### config.mk
export PLATFORM = sky130hd
export DESIGN_NAME = adc_ext_config_and_q_offset_regs
export DESIGN_NICKNAME = d
export VERILOG_FILES = /design/src/pkg/adc_cfg_pkg.sv /design/src/verilog/pin_sync3.sv /design/src/verilog/test_pattern_gen.sv /design/src/verilog/adc_ext_config_and_q_offset_regs.sv
export SDC_FILE = /design/constraint.sdc
export NUM_CORES = 1
export LEC_CHECK = 0
export ABC_AREA = 1
export BUFFER_PORTS_ARGS = -buffer_cell sky130_fd_sc_hd__buf_2
export CAP_MARGIN = 20
export CELL_PAD_IN_SITES_DETAIL_PLACEMENT = 0
export CELL_PAD_IN_SITES_GLOBAL_PLACEMENT = 1
export CORE_ASPECT_RATIO = 0.7
export CORE_MARGIN = 2
export CORE_UTILIZATION = 30
export DETAILED_ROUTE_END_ITERATION = 8
export MAX_ROUTING_LAYER = met4
export PLACE_DENSITY_LB_ADDON = 0.15
export SYNTH_ARGS = -nofsm -noshare
export SYNTH_HDL_FRONTEND = slang
export SYNTH_SLANG_ARGS = --single-unit
### constraint.sdc
create_clock -name i_core_clk -period 1.3 [get_ports i_core_clk]
set_input_delay 0.13 -clock i_core_clk [delete_from_list [all_inputs] [get_ports i_core_clk]]
set_output_delay 0.13 -clock i_core_clk [all_outputs]
set_load 0.02 [all_outputs]
### src/pkg/adc_cfg_pkg.sv
package adc_cfg_pkg;
  localparam int unsigned APB_ADDR_W = 8;
  localparam int unsigned APB_DATA_W = 32;
  localparam int unsigned REG_W = 16;
  localparam int unsigned SAMPLE_W = 8;
  // Register indices; the byte address is four times the index
  localparam logic [APB_ADDR_W-1:0] EXT_CFG_IDX = 8'h09;
  localparam logic [APB_ADDR_W-1:0] Q_OFFSET_IDX = 8'h0A;
  localparam logic [APB_ADDR_W-1:0] STATUS_IDX = 8'h10;
  localparam logic [APB_ADDR_W-1:0] EXT_CFG_ADDR = 8'h24;
  localparam logic [APB_ADDR_W-1:0] Q_OFFSET_ADDR = 8'h28;
  localparam logic [APB_ADDR_W-1:0] STATUS_ADDR = 8'h40;
  localparam logic [REG_W-1:0] EXT_CFG_RESET = 16'h03FF;
  localparam logic [REG_W-1:0] Q_OFFSET_RESET = 16'h007F;
  // Extended configuration fields
  localparam int unsigned TEST_PATTERN_BIT = 15;
  localparam int unsigned TRIM_DISABLE_BIT = 14;
  localparam int unsigned INTERLEAVE_BIT = 13;
  localparam int unsigned INPUT_SELECT_BIT = 12;
  localparam int unsigned LOW_RATE_BIT = 10;
  // Q offset fields
  localparam int unsigned Q_MAG_MSB = 15;
  localparam int unsigned Q_MAG_LSB = 8;
  localparam int unsigned Q_SIGN_BIT = 7;
  localparam int unsigned Q_MAG_W = 8;
  localparam int unsigned Q_OFFSET_STEP_UV = 176;
  localparam int unsigned Q_OFFSET_FULL_MV = 45;
  localparam int unsigned LOW_RATE_LIMIT_MHZ = 900;
  // Status fields
  localparam int unsigned ST_CAL_BUSY = 0;
  localparam int unsigned ST_TRIM_ACTIVE = 1;
  localparam int unsigned ST_OUTPUT_DATA_CLOCK_ON = 2;
  localparam int unsigned ST_PATTERN_ON = 3;
  localparam int unsigned ST_INTERLEAVE = 4;
  localparam int unsigned ST_CAL_DONE = 5;
  localparam int unsigned ST_CAL_COUNT_LSB = 8;
  localparam int unsigned CAL_COUNT_W = 8;
  localparam int unsigned CAL_TRIM_CYCLES_DEF = 64;
  localparam int unsigned CAL_CONV_CYCLES_DEF = 128;
  localparam int unsigned BYTE_W = 8;
  localparam logic [APB_DATA_W-1:0] RDATA_ZERO = 32'h0000_0000;

  typedef enum logic [1:0] {
    OUT_SDR_DEMUX,
    OUT_DDR_DEMUX,
    OUT_NON_DEMUX
  } out_mode_t;

  typedef struct packed {
    logic [SAMPLE_W-1:0] first;
    logic [SAMPLE_W-1:0] second;
    logic over_range;
  } sample_pair_t;

  typedef struct packed {
    sample_pair_t i_bus;
    sample_pair_t q_bus;
  } out_bus_t;

  typedef struct packed {
    logic interleave;
    logic i_conv_from_q;
    logic q_conv_from_q;
    logic double_rate;
  } route_t;

  typedef struct packed {
    logic negative;
    logic [Q_MAG_W-1:0] magnitude;
    logic signed [Q_MAG_W:0] steps;
  } q_offset_t;
endpackage

### src/verilog/pin_sync3.sv
`timescale 1ns/1ps
`default_nettype none
module pin_sync3
  import adc_cfg_pkg::*;
#(
  parameter int unsigned WIDTH = 1
) (
  input wire logic i_core_clk,
  input wire logic i_sys_rst,
  input wire logic [WIDTH-1:0] i_async,
  output logic [WIDTH-1:0] o_stable
);
  logic [WIDTH-1:0] s1_reg;
  logic [WIDTH-1:0] s2_reg;
  logic [WIDTH-1:0] s3_reg;

  always_ff @(posedge i_core_clk) begin
    if (i_sys_rst) begin
      s1_reg <= '0;
      s2_reg <= '0;
      s3_reg <= '0;
      o_stable <= '0;
    end else begin
      s1_reg <= i_async;
      s2_reg <= s1_reg;
      s3_reg <= s2_reg;
      // Only a level seen on two stages in a row counts
      for (int b = 0; b < WIDTH; b++) begin
        if (s2_reg[b] == s3_reg[b]) begin
          o_stable[b] <= s3_reg[b];
        end
      end
    end
  end
endmodule // pin_sync3
`default_nettype wire

### src/verilog/test_pattern_gen.sv
`timescale 1ns/1ps
`default_nettype none
module test_pattern_gen
  import adc_cfg_pkg::*;
(
  input wire logic i_core_clk,
  input wire logic i_sys_rst,
  input wire logic i_enable,
  input wire logic i_demux,
  output out_bus_t o_pattern
);
  logic [SAMPLE_W-1:0] step_reg;
  logic [SAMPLE_W-1:0] step_b;

  assign step_b = step_reg + SAMPLE_W'(1);

  always_ff @(posedge i_core_clk) begin
    if (i_sys_rst || !i_enable) begin
      step_reg <= '0;
    end else begin
      step_reg <= i_demux ? step_reg + SAMPLE_W'(2) : step_b;
    end
  end

  // Demux modes carry two consecutive steps, non-demux only one
  always_comb begin
    o_pattern.i_bus.first = step_reg;
    o_pattern.i_bus.second = i_demux ? step_b : '0;
    o_pattern.i_bus.over_range = step_reg[0];
    o_pattern.q_bus.first = ~step_reg;
    o_pattern.q_bus.second = i_demux ? ~step_b : '0;
    o_pattern.q_bus.over_range = ~step_reg[0];
  end
endmodule // test_pattern_gen
`default_nettype wire

### src/verilog/adc_ext_config_and_q_offset_regs.sv
// Behaviour
// Bit 15 swaps converter data for pattern
// Pattern valid in SDR, DDR, non-demux
// Bit 14 skips trim, keeps data clock
// Converter calibration always runs
// Bit 13 interleaves both converters
// Bit 13 clear: two independent channels
// Bit 12 picks interleaved input
// Bit 10 enables low clock rate settings
// Bits 15:8 set Q offset magnitude
// Each code adds one offset step
// Bit 7 sets Q offset polarity
// Software writes reserved bits correctly
//
// Decided for this implementation: the APB slave port.
`timescale 1ns/1ps
`default_nettype none
module adc_ext_config_and_q_offset_regs
  import adc_cfg_pkg::*;
#(
  parameter int unsigned CAL_TRIM_CYCLES = CAL_TRIM_CYCLES_DEF,
  parameter int unsigned CAL_CONV_CYCLES = CAL_CONV_CYCLES_DEF
) (
  input wire logic i_core_clk,
  input wire logic i_sys_rst,
  input wire logic i_psel,
  input wire logic i_penable,
  input wire logic i_pwrite,
  input wire logic [APB_ADDR_W-1:0] i_paddr,
  input wire logic [APB_DATA_W-1:0] i_pwdata,
  input wire logic [3:0] i_pstrb,
  output logic [APB_DATA_W-1:0] o_prdata,
  output logic o_pready,
  output logic o_pslverr,
  input wire logic i_cal_pin,
  input wire out_mode_t i_output_mode,
  input wire sample_pair_t i_conv_i,
  input wire sample_pair_t i_conv_q,
  output out_bus_t o_data,
  output route_t o_route,
  output q_offset_t o_q_offset,
  output logic o_low_clock_rate_option,
  output logic o_term_trim_active,
  output logic o_conv_cal_active,
  output logic o_output_data_clock_en
);
  typedef enum logic [1:0] {
    CAL_IDLE,
    CAL_TRIM,
    CAL_CONV
  } cal_state_t;

  logic [REG_W-1:0] extended_configuration_reg;
  logic [REG_W-1:0] q_channel_offset_reg;
  logic [REG_W-1:0] extended_configuration_next;
  logic [REG_W-1:0] q_channel_offset_next;
  logic [APB_DATA_W-1:0] prdata_next;
  logic [APB_DATA_W-1:0] status_word;
  logic setup_phase;
  logic access_phase;
  logic hit_ext;
  logic hit_qoff;
  logic hit_status;
  logic addr_hit;
  logic wr_ext;
  logic wr_qoff;
  logic test_pattern_select;
  logic termination_trim_disable;
  logic interleave_en;
  logic interleave_input_select;
  logic demux;
  logic cal_pin_stable;
  logic cal_pin_prev_reg;
  logic cal_request;
  logic power_on_cal_reg;
  logic cal_done_reg;
  logic skip_trim_reg;
  logic output_data_clock_en_next;
  logic [CAL_COUNT_W-1:0] cal_count_reg;
  cal_state_t cal_state_reg;
  out_bus_t pattern;
  out_bus_t data_next;

  // APB decode
  assign setup_phase = i_psel && !i_penable;
  assign access_phase = i_psel && i_penable;
  assign hit_ext = (i_paddr == EXT_CFG_ADDR);
  assign hit_qoff = (i_paddr == Q_OFFSET_ADDR);
  assign hit_status = (i_paddr == STATUS_ADDR);
  assign addr_hit = hit_ext || hit_qoff || hit_status;
  assign wr_ext = access_phase && i_pwrite && hit_ext;
  assign wr_qoff = access_phase && i_pwrite && hit_qoff;

  // Zero wait states; status is read only, so writing it is an error
  assign o_pready = 1'b1;
  assign o_pslverr = access_phase && (!addr_hit || (i_pwrite && hit_status));

  // Reserved bits are stored as written and never steer logic
  always_comb begin
    extended_configuration_next = extended_configuration_reg;
    q_channel_offset_next = q_channel_offset_reg;
    if (i_pstrb[0]) begin
      extended_configuration_next[BYTE_W-1:0] = i_pwdata[BYTE_W-1:0];
      q_channel_offset_next[BYTE_W-1:0] = i_pwdata[BYTE_W-1:0];
    end
    if (i_pstrb[1]) begin
      extended_configuration_next[REG_W-1:BYTE_W] = i_pwdata[REG_W-1:BYTE_W];
      q_channel_offset_next[REG_W-1:BYTE_W] = i_pwdata[REG_W-1:BYTE_W];
    end
  end

  always_ff @(posedge i_core_clk) begin
    if (i_sys_rst) begin
      extended_configuration_reg <= EXT_CFG_RESET;
    end else if (wr_ext) begin
      extended_configuration_reg <= extended_configuration_next;
    end
  end

  always_ff @(posedge i_core_clk) begin
    if (i_sys_rst) begin
      q_channel_offset_reg <= Q_OFFSET_RESET;
    end else if (wr_qoff) begin
      q_channel_offset_reg <= q_channel_offset_next;
    end
  end

  // Status word shows live calibration and output state
  always_comb begin
    status_word = RDATA_ZERO;
    status_word[ST_CAL_BUSY] = (cal_state_reg != CAL_IDLE);
    status_word[ST_TRIM_ACTIVE] = o_term_trim_active;
    status_word[ST_OUTPUT_DATA_CLOCK_ON] = o_output_data_clock_en;
    status_word[ST_PATTERN_ON] = test_pattern_select;
    status_word[ST_INTERLEAVE] = interleave_en;
    status_word[ST_CAL_DONE] = cal_done_reg;
    status_word[ST_CAL_COUNT_LSB +: CAL_COUNT_W] = cal_count_reg;
  end

  // Configuration registers are write only and read back as zero
  always_comb begin
    prdata_next = o_prdata;
    if (setup_phase) begin
      prdata_next = RDATA_ZERO;
      if (!i_pwrite && hit_status) begin
        prdata_next = status_word;
      end
    end
  end

  // Read data is captured in the setup cycle so it is a flop output
  always_ff @(posedge i_core_clk) begin
    if (i_sys_rst) begin
      o_prdata <= RDATA_ZERO;
    end else begin
      o_prdata <= prdata_next;
    end
  end

  // Field decode
  assign test_pattern_select = extended_configuration_reg[TEST_PATTERN_BIT];
  assign termination_trim_disable = extended_configuration_reg[TRIM_DISABLE_BIT];
  assign interleave_en = extended_configuration_reg[INTERLEAVE_BIT];
  assign interleave_input_select = extended_configuration_reg[INPUT_SELECT_BIT];

  // Routing of analog inputs to the two converters
  always_ff @(posedge i_core_clk) begin
    if (i_sys_rst) begin
      o_route <= '{interleave: 1'b0, i_conv_from_q: 1'b0, q_conv_from_q: 1'b1,
                   double_rate: 1'b0};
    end else if (interleave_en) begin
      o_route.interleave <= 1'b1;
      o_route.double_rate <= 1'b1;
      o_route.i_conv_from_q <= interleave_input_select;
      o_route.q_conv_from_q <= interleave_input_select;
    end else begin
      o_route.interleave <= 1'b0;
      o_route.double_rate <= 1'b0;
      o_route.i_conv_from_q <= 1'b0;
      o_route.q_conv_from_q <= 1'b1;
    end
  end

  // Low clock rate settings are meant for input clocks below the limit
  always_ff @(posedge i_core_clk) begin
    if (i_sys_rst) begin
      o_low_clock_rate_option <= 1'b0;
    end else begin
      o_low_clock_rate_option <= extended_configuration_reg[LOW_RATE_BIT];
    end
  end

  // Signed offset in steps of one code each, full range at the top code
  always_ff @(posedge i_core_clk) begin
    if (i_sys_rst) begin
      o_q_offset <= '0;
    end else begin
      o_q_offset.magnitude <= q_channel_offset_reg[Q_MAG_MSB:Q_MAG_LSB];
      o_q_offset.negative <= q_channel_offset_reg[Q_SIGN_BIT];
      if (q_channel_offset_reg[Q_SIGN_BIT]) begin
        o_q_offset.steps <= -$signed({1'b0, q_channel_offset_reg[Q_MAG_MSB:Q_MAG_LSB]});
      end else begin
        o_q_offset.steps <= $signed({1'b0, q_channel_offset_reg[Q_MAG_MSB:Q_MAG_LSB]});
      end
    end
  end

  // Output mode; an illegal code is treated as non-demux
  always_comb begin
    unique case (i_output_mode)
      OUT_SDR_DEMUX: demux = 1'b1;
      OUT_DDR_DEMUX: demux = 1'b1;
      OUT_NON_DEMUX: demux = 1'b0;
      default: demux = 1'b0;
    endcase
  end

  test_pattern_gen u_pattern (
    .i_core_clk(i_core_clk),
    .i_sys_rst(i_sys_rst),
    .i_enable(test_pattern_select),
    .i_demux(demux),
    .o_pattern(pattern)
  );

  // Pattern replaces every data bit, over-range included
  always_comb begin
    if (test_pattern_select) begin
      data_next = pattern;
    end else begin
      data_next.i_bus = i_conv_i;
      data_next.q_bus = i_conv_q;
      if (!demux) begin
        data_next.i_bus.second = '0;
        data_next.q_bus.second = '0;
      end
    end
  end

  always_ff @(posedge i_core_clk) begin
    if (i_sys_rst) begin
      o_data <= '0;
    end else begin
      o_data <= data_next;
    end
  end

  // Calibration request pin crosses in through three stages
  pin_sync3 #(
    .WIDTH(1)
  ) u_cal_sync (
    .i_core_clk(i_core_clk),
    .i_sys_rst(i_sys_rst),
    .i_async(i_cal_pin),
    .o_stable(cal_pin_stable)
  );

  always_ff @(posedge i_core_clk) begin
    if (i_sys_rst) begin
      cal_pin_prev_reg <= 1'b0;
    end else begin
      cal_pin_prev_reg <= cal_pin_stable;
    end
  end

  // A calibration also runs once after reset, before any pin request
  assign cal_request = (cal_pin_stable && !cal_pin_prev_reg) || power_on_cal_reg;

  always_ff @(posedge i_core_clk) begin
    if (i_sys_rst) begin
      power_on_cal_reg <= 1'b1;
    end else if (cal_state_reg != CAL_IDLE) begin
      power_on_cal_reg <= 1'b0;
    end
  end

  // Requests during a running calibration are ignored
  always_ff @(posedge i_core_clk) begin
    if (i_sys_rst) begin
      cal_state_reg <= CAL_IDLE;
      cal_count_reg <= '0;
      skip_trim_reg <= 1'b0;
    end else begin
      unique case (cal_state_reg)
        CAL_IDLE: begin
          cal_count_reg <= '0;
          if (cal_request) begin
            // Latched so a write mid-run cannot restart the data clock during the trim
            skip_trim_reg <= termination_trim_disable;
            cal_state_reg <= termination_trim_disable ? CAL_CONV : CAL_TRIM;
          end
        end
        CAL_TRIM: begin
          if (cal_count_reg == CAL_COUNT_W'(CAL_TRIM_CYCLES - 1)) begin
            cal_count_reg <= '0;
            cal_state_reg <= CAL_CONV;
          end else begin
            cal_count_reg <= cal_count_reg + CAL_COUNT_W'(1);
          end
        end
        CAL_CONV: begin
          if (cal_count_reg == CAL_COUNT_W'(CAL_CONV_CYCLES - 1)) begin
            cal_count_reg <= '0;
            cal_state_reg <= CAL_IDLE;
          end else begin
            cal_count_reg <= cal_count_reg + CAL_COUNT_W'(1);
          end
        end
      endcase
    end
  end

  always_ff @(posedge i_core_clk) begin
    if (i_sys_rst) begin
      cal_done_reg <= 1'b0;
    end else if (cal_request && cal_state_reg == CAL_IDLE) begin
      cal_done_reg <= 1'b0;
    end else if (cal_state_reg == CAL_CONV &&
                 cal_count_reg == CAL_COUNT_W'(CAL_CONV_CYCLES - 1)) begin
      cal_done_reg <= 1'b1;
    end
  end

  assign o_term_trim_active = (cal_state_reg == CAL_TRIM);
  assign o_conv_cal_active = (cal_state_reg == CAL_CONV);

  // Data clock stops for a trimming calibration only
  assign output_data_clock_en_next = (cal_state_reg == CAL_IDLE) || skip_trim_reg;

  always_ff @(posedge i_core_clk) begin
    if (i_sys_rst) begin
      o_output_data_clock_en <= 1'b1;
    end else begin
      o_output_data_clock_en <= output_data_clock_en_next;
    end
  end
endmodule // adc_ext_config_and_q_offset_regs
`default_nettype wire

-- Word-level counts from Yosys, hierarchy flattened
Cells that the tools add are included.
- bits in registers: 140
- logic and storage cells: 104
- input bits: 86
- reduce and logical (&&, ||, !) cells: 34
- add/subtract/negate cells: 4
- bitwise operators: 5
- multiplexer cells: 18
- equality and inequality tests: 12
- operators by type and width (kind ; number):
    $mux 8 ; 8
    $mux 34 ; 1
    $eq 8x6->1 const B ; 3
    $pmux 8 s3 ; 1
    $add 8x1->8 const B ; 2
    $eq 8x7->1 const B ; 2
    $mux 16 ; 1
    $not 8->8 ; 2
    $logic_and 1x1->1 ; 11
    $neg 8->9 ; 1
    $add 8x2->8 const B ; 1
    $mux 2 ; 4
    $reduce_and 2->1 ; 4
    $reduce_or 2->1 ; 4
    $logic_or 1x1->1 ; 6
    $pmux 2 s3 ; 1
    $logic_not 1->1 ; 5
    $eq 2x1->1 const B ; 2
    $logic_not 2->1 ; 2
    $mux 4 ; 1
    $ne 2x1->1 const B ; 2
    $not 1->1 ; 3
    $reduce_and 3->1 ; 1
    $eq 2x2->1 const B ; 1
    other kinds (4) ; 4

-- Longest topological paths before layout
Gate-level depths: netlist (run 1).
- word-level depth: 6
- gate-level depth with buffers: 9
- depth with buffers taken out: 9

-- Hierarchy
A second synthesis (run 1) with hierarchy kept.
- cells, all modules: 610
- area, all modules: 4583.1 um^2
- by module, submodules not included (module ; area an instance (um^2) ; cells each ; times used):
    adc_ext_config_and_q_offset_regs ; 3841.2 ; 493 ; 1
    test_pattern_gen ; 620.6 ; 104 ; 1
    pin_sync3 ; 121.4 ; 13 ; 1

-- Least setup slack after synthesis (run 1)
Ideal clock, no wire load.
- kind: reg-to-reg
- start point: reg cal_count_reg[0]
- end point: reg cal_count_reg[0]
- setup slack: 14 ps
- clock period less this slack: 1286 ps
- stages on the path, launching flop included: 9
- path buffers: 0
- setup time: 121 ps
- arrival: 1165 ps
- cells stage by stage: dfxtp_1 -> ha_1 -> nand2_1 -> nor2_2 -> nand2_1 -> nand2_2 -> nand2_1 -> nand3_1 -> nor2_1
- word-level cells in the longest chain between the ends: 3
- elaborated cells on any way between the ends: 6
- ends and longest elaborated chain (element ; RTL line ; RTL):
    start, declared ; adc_ext_config_and_q_offset_regs.sv:79 ; logic [CAL_COUNT_W-1:0] cal_count_reg;
    start signal, assigned ; adc_ext_config_and_q_offset_regs.sv:298 ; cal_count_reg <= cal_count_reg + CAL_COUNT_W'(1);
    start signal, assigned ; adc_ext_config_and_q_offset_regs.sv:306 ; cal_count_reg <= cal_count_reg + CAL_COUNT_W'(1);
    $add 8x1->8 (tied with other cells) ; adc_ext_config_and_q_offset_regs.sv:298, adc_ext_config_and_q_offset_regs.sv:306 ;
    $mux 8, on equally long branches ; adc_ext_config_and_q_offset_regs.sv:302, adc_ext_config_and_q_offset_regs.sv:294 ;
    $pmux 8 s3 (*) ; adc_ext_config_and_q_offset_regs.sv:284 ; unique case (cal_state_reg)
Mark *: on every way between the ends. The rest lies on a longest branch, timed or not.
A chain may end at the register's enable or synchronous reset.

-- Worst setup path in the final report (run 1)
- start point: reg cal_state_reg[1]
- end point: out o_conv_cal_active
- word-level cells in the longest chain between the ends: 1
- ends and longest elaborated chain (element ; RTL line ; RTL):
    start, declared ; adc_ext_config_and_q_offset_regs.sv:80 ; cal_state_t cal_state_reg;
    start signal, assigned ; adc_ext_config_and_q_offset_regs.sv:290 ; cal_state_reg <= termination_trim_disable ? CAL_CONV : CAL_TRIM;
    $eq 2x2->1 ; adc_ext_config_and_q_offset_regs.sv:325 ; assign o_conv_cal_active = (cal_state_reg == CAL_CONV);
    end, declared ; adc_ext_config_and_q_offset_regs.sv:44 ; output logic o_conv_cal_active,
Every way passes these cells.

==> impl_metrics.tcl, run 1 <==
set metrics [dict create \
    hpwl_mm 9.327 \
    root_buffer "clkbuf_16" \
    path_clk_slew_ps 70 \
    grt-ovfl-total 0 \
    syn_to_final_growth_pct 36.74 \
    core_um2 14680 \
    clock_path_buffers 2 \
    drc_errors 0 \
    yosysWarnings 0 \
    die_area_um2 16040 \
    vias 4165 \
    grt_max_degree 32 \
    nFillCells 1533 \
    leakage_nw 3.005 \
    yosysSeqAreaShare_pct 48.83 \
    start_util_pct 30.73 \
    max-cap-violations 0 \
    grt_pass1_vias 3973 \
    arrival_ps 1130 \
    clk_latency_ps 350 \
    drtAntennaViolNets 0 \
    cts_tree "done" \
    boundaryPins 180 \
    grt_pass1_wl_mm 19.93 \
    startpoint_type "register" \
    largest-register "o_data" \
    drt_iter0_markers 257 \
    fin_crit_ps 1259 \
    synthesis.area_um2 4509 \
    clock_skew_ps 8.038 \
    path_max_fanout 4 \
    first_pass_iters 4 \
    antenna_found_initial 0 \
    ys_ff_latch 110 \
    track_usage_pct 16.21 \
    dp_cells 933 \
    hold_path_class "primary input to register" \
    final_cells 960 \
    syn_area_per_cell_um2 7.643 \
    crit_required_ps 1170 \
    synth_area_leaders "dfxtp_1, nand2_1, nor2_1" \
    reg.largest.list "o_data: 34 flops, o_q_offset: 17 flops, o_prdata: 14 flops" \
    yosysTopAreaCellShare_pct 48.83 \
    ir_drop_mv 0.6164 \
    p_per_area_nw_per_um2 1232 \
    port-buffer-count 134 \
    end_kind "primary output" \
    ys_types 34 \
    outcome "finished, final reports clean" \
    worstSetupPathType "register to primary output" \
    place.gp.congestion 0.8535 \
    htreeDepth 3 \
    slew_violations 0 \
    fp.dieH_um 106.6 \
    cts_made_buffers 9 \
    die_width_um 150.5 \
    largest_register_ffs 34 \
    layout-drive-gt1-share_pct 33.99 \
    min_period_over_period_pct 96.87 \
    power_w 0.007599 \
    routedWlPerCell_um 13.16 \
    fin_nets 854 \
    setup_violations 0 \
    syn_inst 590 \
    max_freq_ghz 0.7941 \
    antennaDiodeCount 0 \
    hold_viol_final 0 \
    cts_sinks 110 \
    finalWirelength_mm 12.63 \
    yosys.area.top_type "dfxtp_1" \
    rows 37 \
    via_per_inst 4.339 \
]
==> worst max-delay path: stages, from the launching register on <==
cell	delay (ps)
dfxtp_4	370
buf_6	110
ha_4	170
buf_6	130
==> layout by cell type, fill, tap and decap left out, types with 2 or more instances in the layout <==
master           n
inv_1           49
a21oi_2          2
dfxtp_4          4
xnor2_1          2
nand2_2          7
dfxtp_2          7
xor2_1           4
nor3_1           4
a21oi_1         46
nand3_1         18
buf_4           41
nand3_2          8
o211ai_1         4
conb_1          19
buf_12           2
nand2_1        107
nor3_2           5
o21a_1           2
nor2_4           5
clkinvlp_4       2
nor2_2           5
ha_4             6
nand4_1          8
inv_2            6
dlygate4sd3_1    6
clkinv_4         2
dfxtp_1         99
buf_6            6
o21ai_0         33
nor2_1          98
buf_2          132
inv_4            2
clkbuf_16        9
==> through the flow <==
stage | area (µm²) | setup TNS [ps] | utilization, % | setup slack (ps) | hold WS [ps]
after floorplan | 4573 | 0 | - | 13.94 | 237.0
after global placement | 5537 | -85.54 | 37.73 | -13.94 | 349.6
after detailed placement | 5537 | -739.3 | 37.73 | -102.5 | 354.9
after CTS | 5941 | -165.6 | 40.48 | -24.57 | 0.7024
after global routing | 6166 | -69.46 | 42.02 | -26.05 | 3.940
final | 6166 | 0 | 42.02 | 40.75 | 6.916
==> cells in the mapped netlist, drive strengths merged <==
cell	number
and3	1
a21oi	48
o21a	2
dfxtp	110
nand2	115
nor3	10
inv	57
nand4	8
o21ai	34
xor2	5
conb	2
or2	1
nor4	1
ha	7
nand3	27
xnor2	2
o2111a	1
o211ai	4
buf	39
clkinv	1
nor2	108
clkbuf	5
o22a	1
a21boi	1
==> metal layers <==
layer / part of all wire (%) / track usage, % / up-vias
li1: - / - / 2164
met1: 52 / 23.64 / 1881
met2: 41 / 22.44 / 110
met3: 6.8 / 4.170 / 10
met4: 0.72 / 3.437 / 0
met5: 0 / - / -
==> path summary, 6_finish.rpt <==
check	to	start	cells past startpoint	slack, ps
worst max-delay path	o_conv_cal_active	cal_state_reg[1]	3	40
worst min-delay path	q_channel_offset_reg[7]	i_pwdata[7]	3	7
worst max register to register	o_data[24]	u_pattern.step_reg[4]	7	40
worst min register to register	u_cal_sync.s2_reg	u_cal_sync.s1_reg	2	420
==> cell families after synthesis <==
logic type	count (synthesis)	synth area share [%]
other	2	0.1665
XOR/XNOR	7	1.360
buffers and inverters	102	11.13
AND/OR/NAND/NOR	271	25.86
AO/OA/AOI/OAI	91	10.71
adder cells (fa/ha/maj)	7	1.942
flip-flops	110	48.83
==> power breakdown <==
| part | internal [W] | switching [W] |
|---|---|---|
| clock | 0.00133 | 0.00133 |
| sequential | 0.00352 | 0.0000901 |
| combinational | 0.000557 | 0.000770 |
==> repair_timing <==
item | CTS | global route
cloned | 0 | 0
setup endpoints to repair | 19 | 27
hold buffers | 6 | 0
gates resized for setup | 17 | 54
buffers inserted | 1 | 6
hold endpoints to repair | 6 | 0
pin swaps | 2 | 20
==> final cells by class <==
type / count / area (µm²) / share of cell area [%]
repair buffers: 187 / 1136 / 18.43
well taps: 195 / 244.0 / 3.957
multi-input cells: 395 / 2052 / 33.28
flip-flops and latches: 110 / 2226 / 36.10
inverters: 58 / 222.7 / 3.612
clock inverters: 6 / 60.06 / 0.9740
clock buffers: 9 / 225.2 / 3.653
Power figures use the tool's default switching activity.
==> inputs of run 2 (changes only) <==
BUFFER_PORTS_ARGS = default   (was -buffer_cell sky130_fd_sc_hd__buf_2)
CORE_UTILIZATION = 39   (was 30)
DONT_BUFFER_PORTS = 1   (was default)
==> run 2 against run 1 <==
Effect of this change:
- register-to-register slack got worse by 20 ps
- non-clock buffer count down 79
- sequential power grew 3%
- power up 0.87%
- clock skew shrank 1.3 ps
- cell area down 2.4%
- critical path depth up 6
- first-iteration DRC count decreased by 1.2%
- flip-flop and latch count is the same
- cell count is 13% lower
==> impl_metrics.tcl, run 2 (synthesis gave the netlist of run 1 again) <==
set metrics [dict create \
    final_cell_area_um2 6016 \
    rows 32 \
    fin_tns_setup_ps 0 \
    hpwl_mm 8.238 \
    startpoint_type "register" \
    grt-ovfl-total 0 \
    hold_path_class "primary input to register" \
    fin_util_pct 54.05 \
    layout-drive-gt1-share_pct 19.51 \
    max_slew_margin_pct 60.84 \
    reg.largest.list "o_data: 34 flops, o_q_offset: 17 flops, o_prdata: 14 flops" \
    grtUsageMet3_pct 5.987 \
    cts_made_buffers 9 \
    crit_required_ps 1540 \
    via_per_inst 4.744 \
    outcome "finished, final reports clean" \
    max-cap-violations 0 \
    setup_violations 0 \
    arrival_ps 1520 \
    boundaryPins 180 \
    drc_errors 0 \
    p_per_area_nw_per_um2 1274 \
    pre_cts_ws_ps -94.68 \
    path_max_fanout 3 \
    antenna_found_initial 0 \
    root_buffer "clkbuf_16" \
    layout_common_cells "nand2_1, nor2_1, dfxtp_1, dlygate4sd3_1" \
    grtUsageMet1_pct 26.77 \
    first_pass_iters 5 \
    largest_register_ffs 34 \
    vias 3985 \
    clk_latency_ps 340 \
    drtAntennaViolNets 0 \
    path_clk_slew_ps 70 \
    ir_drop_mv 0.7043 \
    grt_pass1_wl_mm 18.91 \
    crit_path_end "cal_state_reg[1]" \
    r2r_slack_ps 20 \
    final_common_cell "nand2_1" \
    fin_crit_ps 1282 \
    reg2regPathDepth 9 \
    grt_pass1_vias 3731 \
    leakage_nw 2.662 \
    finalWorstSetupSlack_ps 18.22 \
    worst_pin_slew_ps 587.4 \
    largest-register "o_data" \
    met2_usage_pct 29.79 \
    port-buffer-count 0 \
    finalWirelength_mm 12.19 \
    min_period_over_period_pct 98.60 \
    start_util_pct 40.51 \
    hp-start "i_pwrite" \
    r2r_end "cal_state_reg[1]" \
    clock_path_buffers 2 \
    die_width_um 132.5 \
    end_kind "register" \
    track_usage_pct 20.01 \
    routedWlPerCell_um 14.51 \
    die_area_um2 12450 \
    grt_max_degree 29 \
    cts_tree "done" \
    fin_nets 775 \
    max_freq_ghz 0.7802 \
    worstSetupStartpoint "cal_count_reg[0]" \
    cts_sinks 110 \
    htreeDepth 3 \
    rr_startpoint "cal_count_reg[0]" \
    slew_violations 0 \
    clock_skew_ps 6.763 \
    dpl_cell_area_um2 4781 \
    antennaDiodeCount 0 \
    grt-busiest-layer "met2" \
    hold_viol_final 0 \
    core_um2 11130 \
    rsz0062_at_grt "true" \
    worstSetupPathType "register to register" \
    syn_to_final_growth_pct 33.41 \
    drt_iter0_markers 254 \
    place.gp.congestion 0.8836 \
    fp.dieH_um 93.97 \
]
## run 2: worst min path at each step
stage	to	slack [ps]	cells after the start
after floorplan	u_cal_sync.s1_reg	240	2
after CTS	o_data[24]	0.4	4
final	o_prdata[3]	9	3
after detailed placement	o_data[28]	210	1
after global routing	o_prdata[2]	20	3
after global placement	o_data[16]	210	1
## run 2: routing by layer
layer	share of wire (%)	up-vias
li1	-	2009
met1	48	1838
met2	44	126
met3	6.9	12
met4	0.84	0
met5	0	-
## run 2: what timing repair did
item,CTS,global route
resized for setup,10,67
pin swaps,0,16
setup endpoints to repair,18,35
hold buffers,59,1
buffers inserted,0,10
endpoints found under the hold margin,68,2
## run 2: per-stage QoR
step | std cells | hold WS (ps) | total power, W
floorplan | 607 | 237.0 | 0.004399
global placement | 756 | 210.3 | 0.004544
detailed placement | 756 | 210.8 | 0.004563
CTS | 831 | 0.4027 | 0.007465
global route | 840 | 16.32 | 0.007979
finish | 840 | 9.471 | 0.007665
## run 2: power by group
part	switching [W]	internal (W)	total [W]
registers	0.000201	0.00352	0.00372
logic	0.000653	0.000524	0.00118
clock network	0.00126	0.00151	0.00276
## run 2: area by class of cell
cell class / count / area [µm²]
fillers: 1068 / 5115
flip-flops and latches: 110 / 2233
multi-input cells: 395 / 2100
repair buffers: 108 / 968.4
clock buffers: 10 / 229.0
inverters: 58 / 224.0
well taps: 153 / 191.4
clock inverters: 6 / 70.07
## run 2: critical path: stages, from the launching register on
cell and delay [ps]:
dfxtp_2 360, ha_4 160, nand2_4 70, nor2_4 130
nand2_1 70, nand2_2 80, buf_6 90, nand4_1 110
nand2_1 80, nor2_1 40
==> inputs of run 3 (changes only) <==
BUFFER_PORTS_ARGS = -buffer_cell sky130_fd_sc_hd__buf_2   (was default)
CORE_UTILIZATION = 30   (was 39)
DONT_BUFFER_PORTS = default   (was 1)
GPL_TIMING_DRIVEN = 0   (was default)
==> run 3 against run 2 <==
Effect of this change:
- the flow now finishes with violations (negative setup slack)
- sequential share of layout area is 1.3 points lower
- combinational power is 9% higher
- clock skew hardly changed
- critical endpoint is now cal_count_reg[4]
- global-route usage is 2.9 points lower
- die area is 29% higher
- worst hold slack worse by 1.5 ps
- critical path depth is 4 lower
- register-to-register slack worse by 40 ps
- setup slack worse by 37 ps
- cell area is 3.2% higher
==> impl_metrics.tcl, run 3 (synthesis gave the netlist of run 1 again) <==
set metrics [dict create \
    first_pass_iters 4 \
    max-cap-violations 0 \
    hold_viol_final 0 \
    path_buf_inv 2 \
    via_per_inst 4.342 \
    die_width_um 150.5 \
    worstSetupPathType "register to register" \
    largest-register "o_data" \
    startpoint_type "register" \
    port-buffer-count 133 \
    reg.largest.list "o_data: 34 flops, o_q_offset: 17 flops, o_prdata: 14 flops" \
    slew_violations 0 \
    leakage_nw 3.061 \
    drtAntennaViolNets 0 \
    setup_violations 1 \
    cp.depth 5 \
    routedWlPerCell_um 13.80 \
    path_max_fanout 3 \
    cp_slowest_stage_delay_ps 370 \
    ir_drop_mv 0.6217 \
    min_period_over_period_pct 101.4 \
    crit_required_ps 1600 \
    hpwl_mm 9.914 \
    clock_path_buffers 2 \
    boundaryPins 180 \
    final_cells 970 \
    outcome "finished, violations left" \
    largest_register_ffs 34 \
    vias 4212 \
    cts_sinks 110 \
    arrival_ps 1610 \
    antennaDiodeCount 0 \
    grt_pass1_vias 3954 \
    fin_nets 864 \
    root_buffer "clkbuf_16" \
    layout-drive-gt1-share_pct 34.97 \
    track_usage_pct 17.15 \
    antenna_found_initial 0 \
    fp.dieH_um 106.6 \
    critPathTopFamily "flip-flops" \
    end_kind "register" \
    htreeDepth 3 \
    nFillCells 1545 \
    grt-ovfl-total 0 \
    core_um2 14680 \
    rows 37 \
    layout_common_cells "buf_2, nand2_1, nor2_1, dfxtp_1, inv_1" \
    final_common_cell "buf_2" \
    die_area_um2 16040 \
    finalWorstSetupSlack_ps -18.57 \
    finalWirelength_mm 13.38 \
    hold_slack_ps 8.016 \
    power_w 0.007667 \
    grt_max_degree 19 \
    max_freq_ghz 0.7584 \
    path_clk_slew_ps 70 \
    cp_slowest_cell "dfxtp_2" \
    violations "negative setup slack" \
    ff_latch_area_um2 2227 \
    clk_latency_ps 350 \
    cp_cell_sequence "inv_2 > ha_4 > inv_1 > nor4_2 > o21a_1" \
    drt_iter0_markers 239 \
    rsz0062_at_grt "true" \
    cts_made_buffers 9 \
    drc_errors 0 \
    syn_to_final_growth_pct 37.74 \
    start_util_pct 30.73 \
    hold_path_class "primary input to register" \
    clock_skew_ps 7.092 \
    cts_tree "done" \
    holdPathStages 3 \
    max_slew_margin_pct 56.30 \
    dp_cells 935 \
    place.gp.congestion 0.8475 \
    reg2regPathDepth 5 \
    p_per_area_nw_per_um2 1235 \
    fin_crit_ps 1319 \
    worst_pin_slew_ps 653.1 \
    multi_input_area_um2 2079 \
    grt_pass1_wl_mm 20.60 \
]
-- run 3: cell count changes in the layout (fill, tap and decap cells not counted), moves of 3 or more --
| cell | delta |
|---|---|
| buf_2 | +138 |
| buf_4 | -3 |
| dlygate4sd3_1 | -56 |
| clkbuf_4 | +3 |
| dfxtp_1 | +3 |
| buf_6 | +4 |
| clkinvlp_4 | -4 |
-- run 3: per-layer routing --
metal / global-route usage, % / part of all wire [%] / vias up
met4: 4.245 / 1.1 / 0
met3: 4.043 / 6.4 / 12
met5: - / 0 / -
met2: 24.06 / 42 / 108
met1: 24.76 / 51 / 1896
li1: - / - / 2196
-- run 3: final cells by class --
type	instances	area share, %
sequential	110	35.86
clock inverter	6	1.128
clock buffer	9	3.626
inverter	58	3.505
timing repair buffer	154	13.48
tap	195	3.928
multi-input combinational	395	33.48
buffer	43	4.996
-- run 3: worst min-delay path: stages --
cell    delay, ps
buf_2          80
nor2_1         30
nor2_1         80
-- run 3: what timing repair did --
item / 4_1_cts / 5_1_grt
hold buffers: 2 / 0
setup buffers: 7 / 12
cloned: 0 / 0
endpoints found under the hold margin: 2 / 0
endpoints found under the setup margin: 28 / 42
pin swaps: 4 / 14
gates resized for setup: 34 / 45
-- run 3: worst paths after layout --
kind | startpoint | end | slack [ps]
setup reg to reg | cal_state_reg[0] | cal_count_reg[4] | -20
hold reg to reg | u_cal_sync.s1_reg | u_cal_sync.s2_reg | 410
setup / recovery | cal_state_reg[0] | cal_count_reg[4] | -20
hold / removal | i_conv_i[0] | o_data[17] | 8
-- run 3: per-stage QoR --
| step | cell area, µm² | setup slack [ps] | util [%] | TNS, ps |
|---|---|---|---|---|
| 2_1_floorplan | 4573 | 13.94 | - | 0 |
| 3_3_place_gp | 5483 | -404.9 | 37.36 | -5540 |
| 3_5_place_dp | 5483 | -401.9 | 37.36 | -6200 |
| 4_1_cts | 5978 | 0.3327 | 40.74 | 0 |
| 5_1_grt | 6211 | -128.2 | 42.32 | -587.0 |
| 6_report | 6211 | -18.57 | 42.32 | -18.57 |
-- run 3: report_power, final --
group          total [W]  internal, W  switching (W)
combinational    0.00129     0.000514       0.000773
sequential       0.00360      0.00351      0.0000897
clock            0.00278      0.00150        0.00128
total            0.00767      0.00553        0.00214
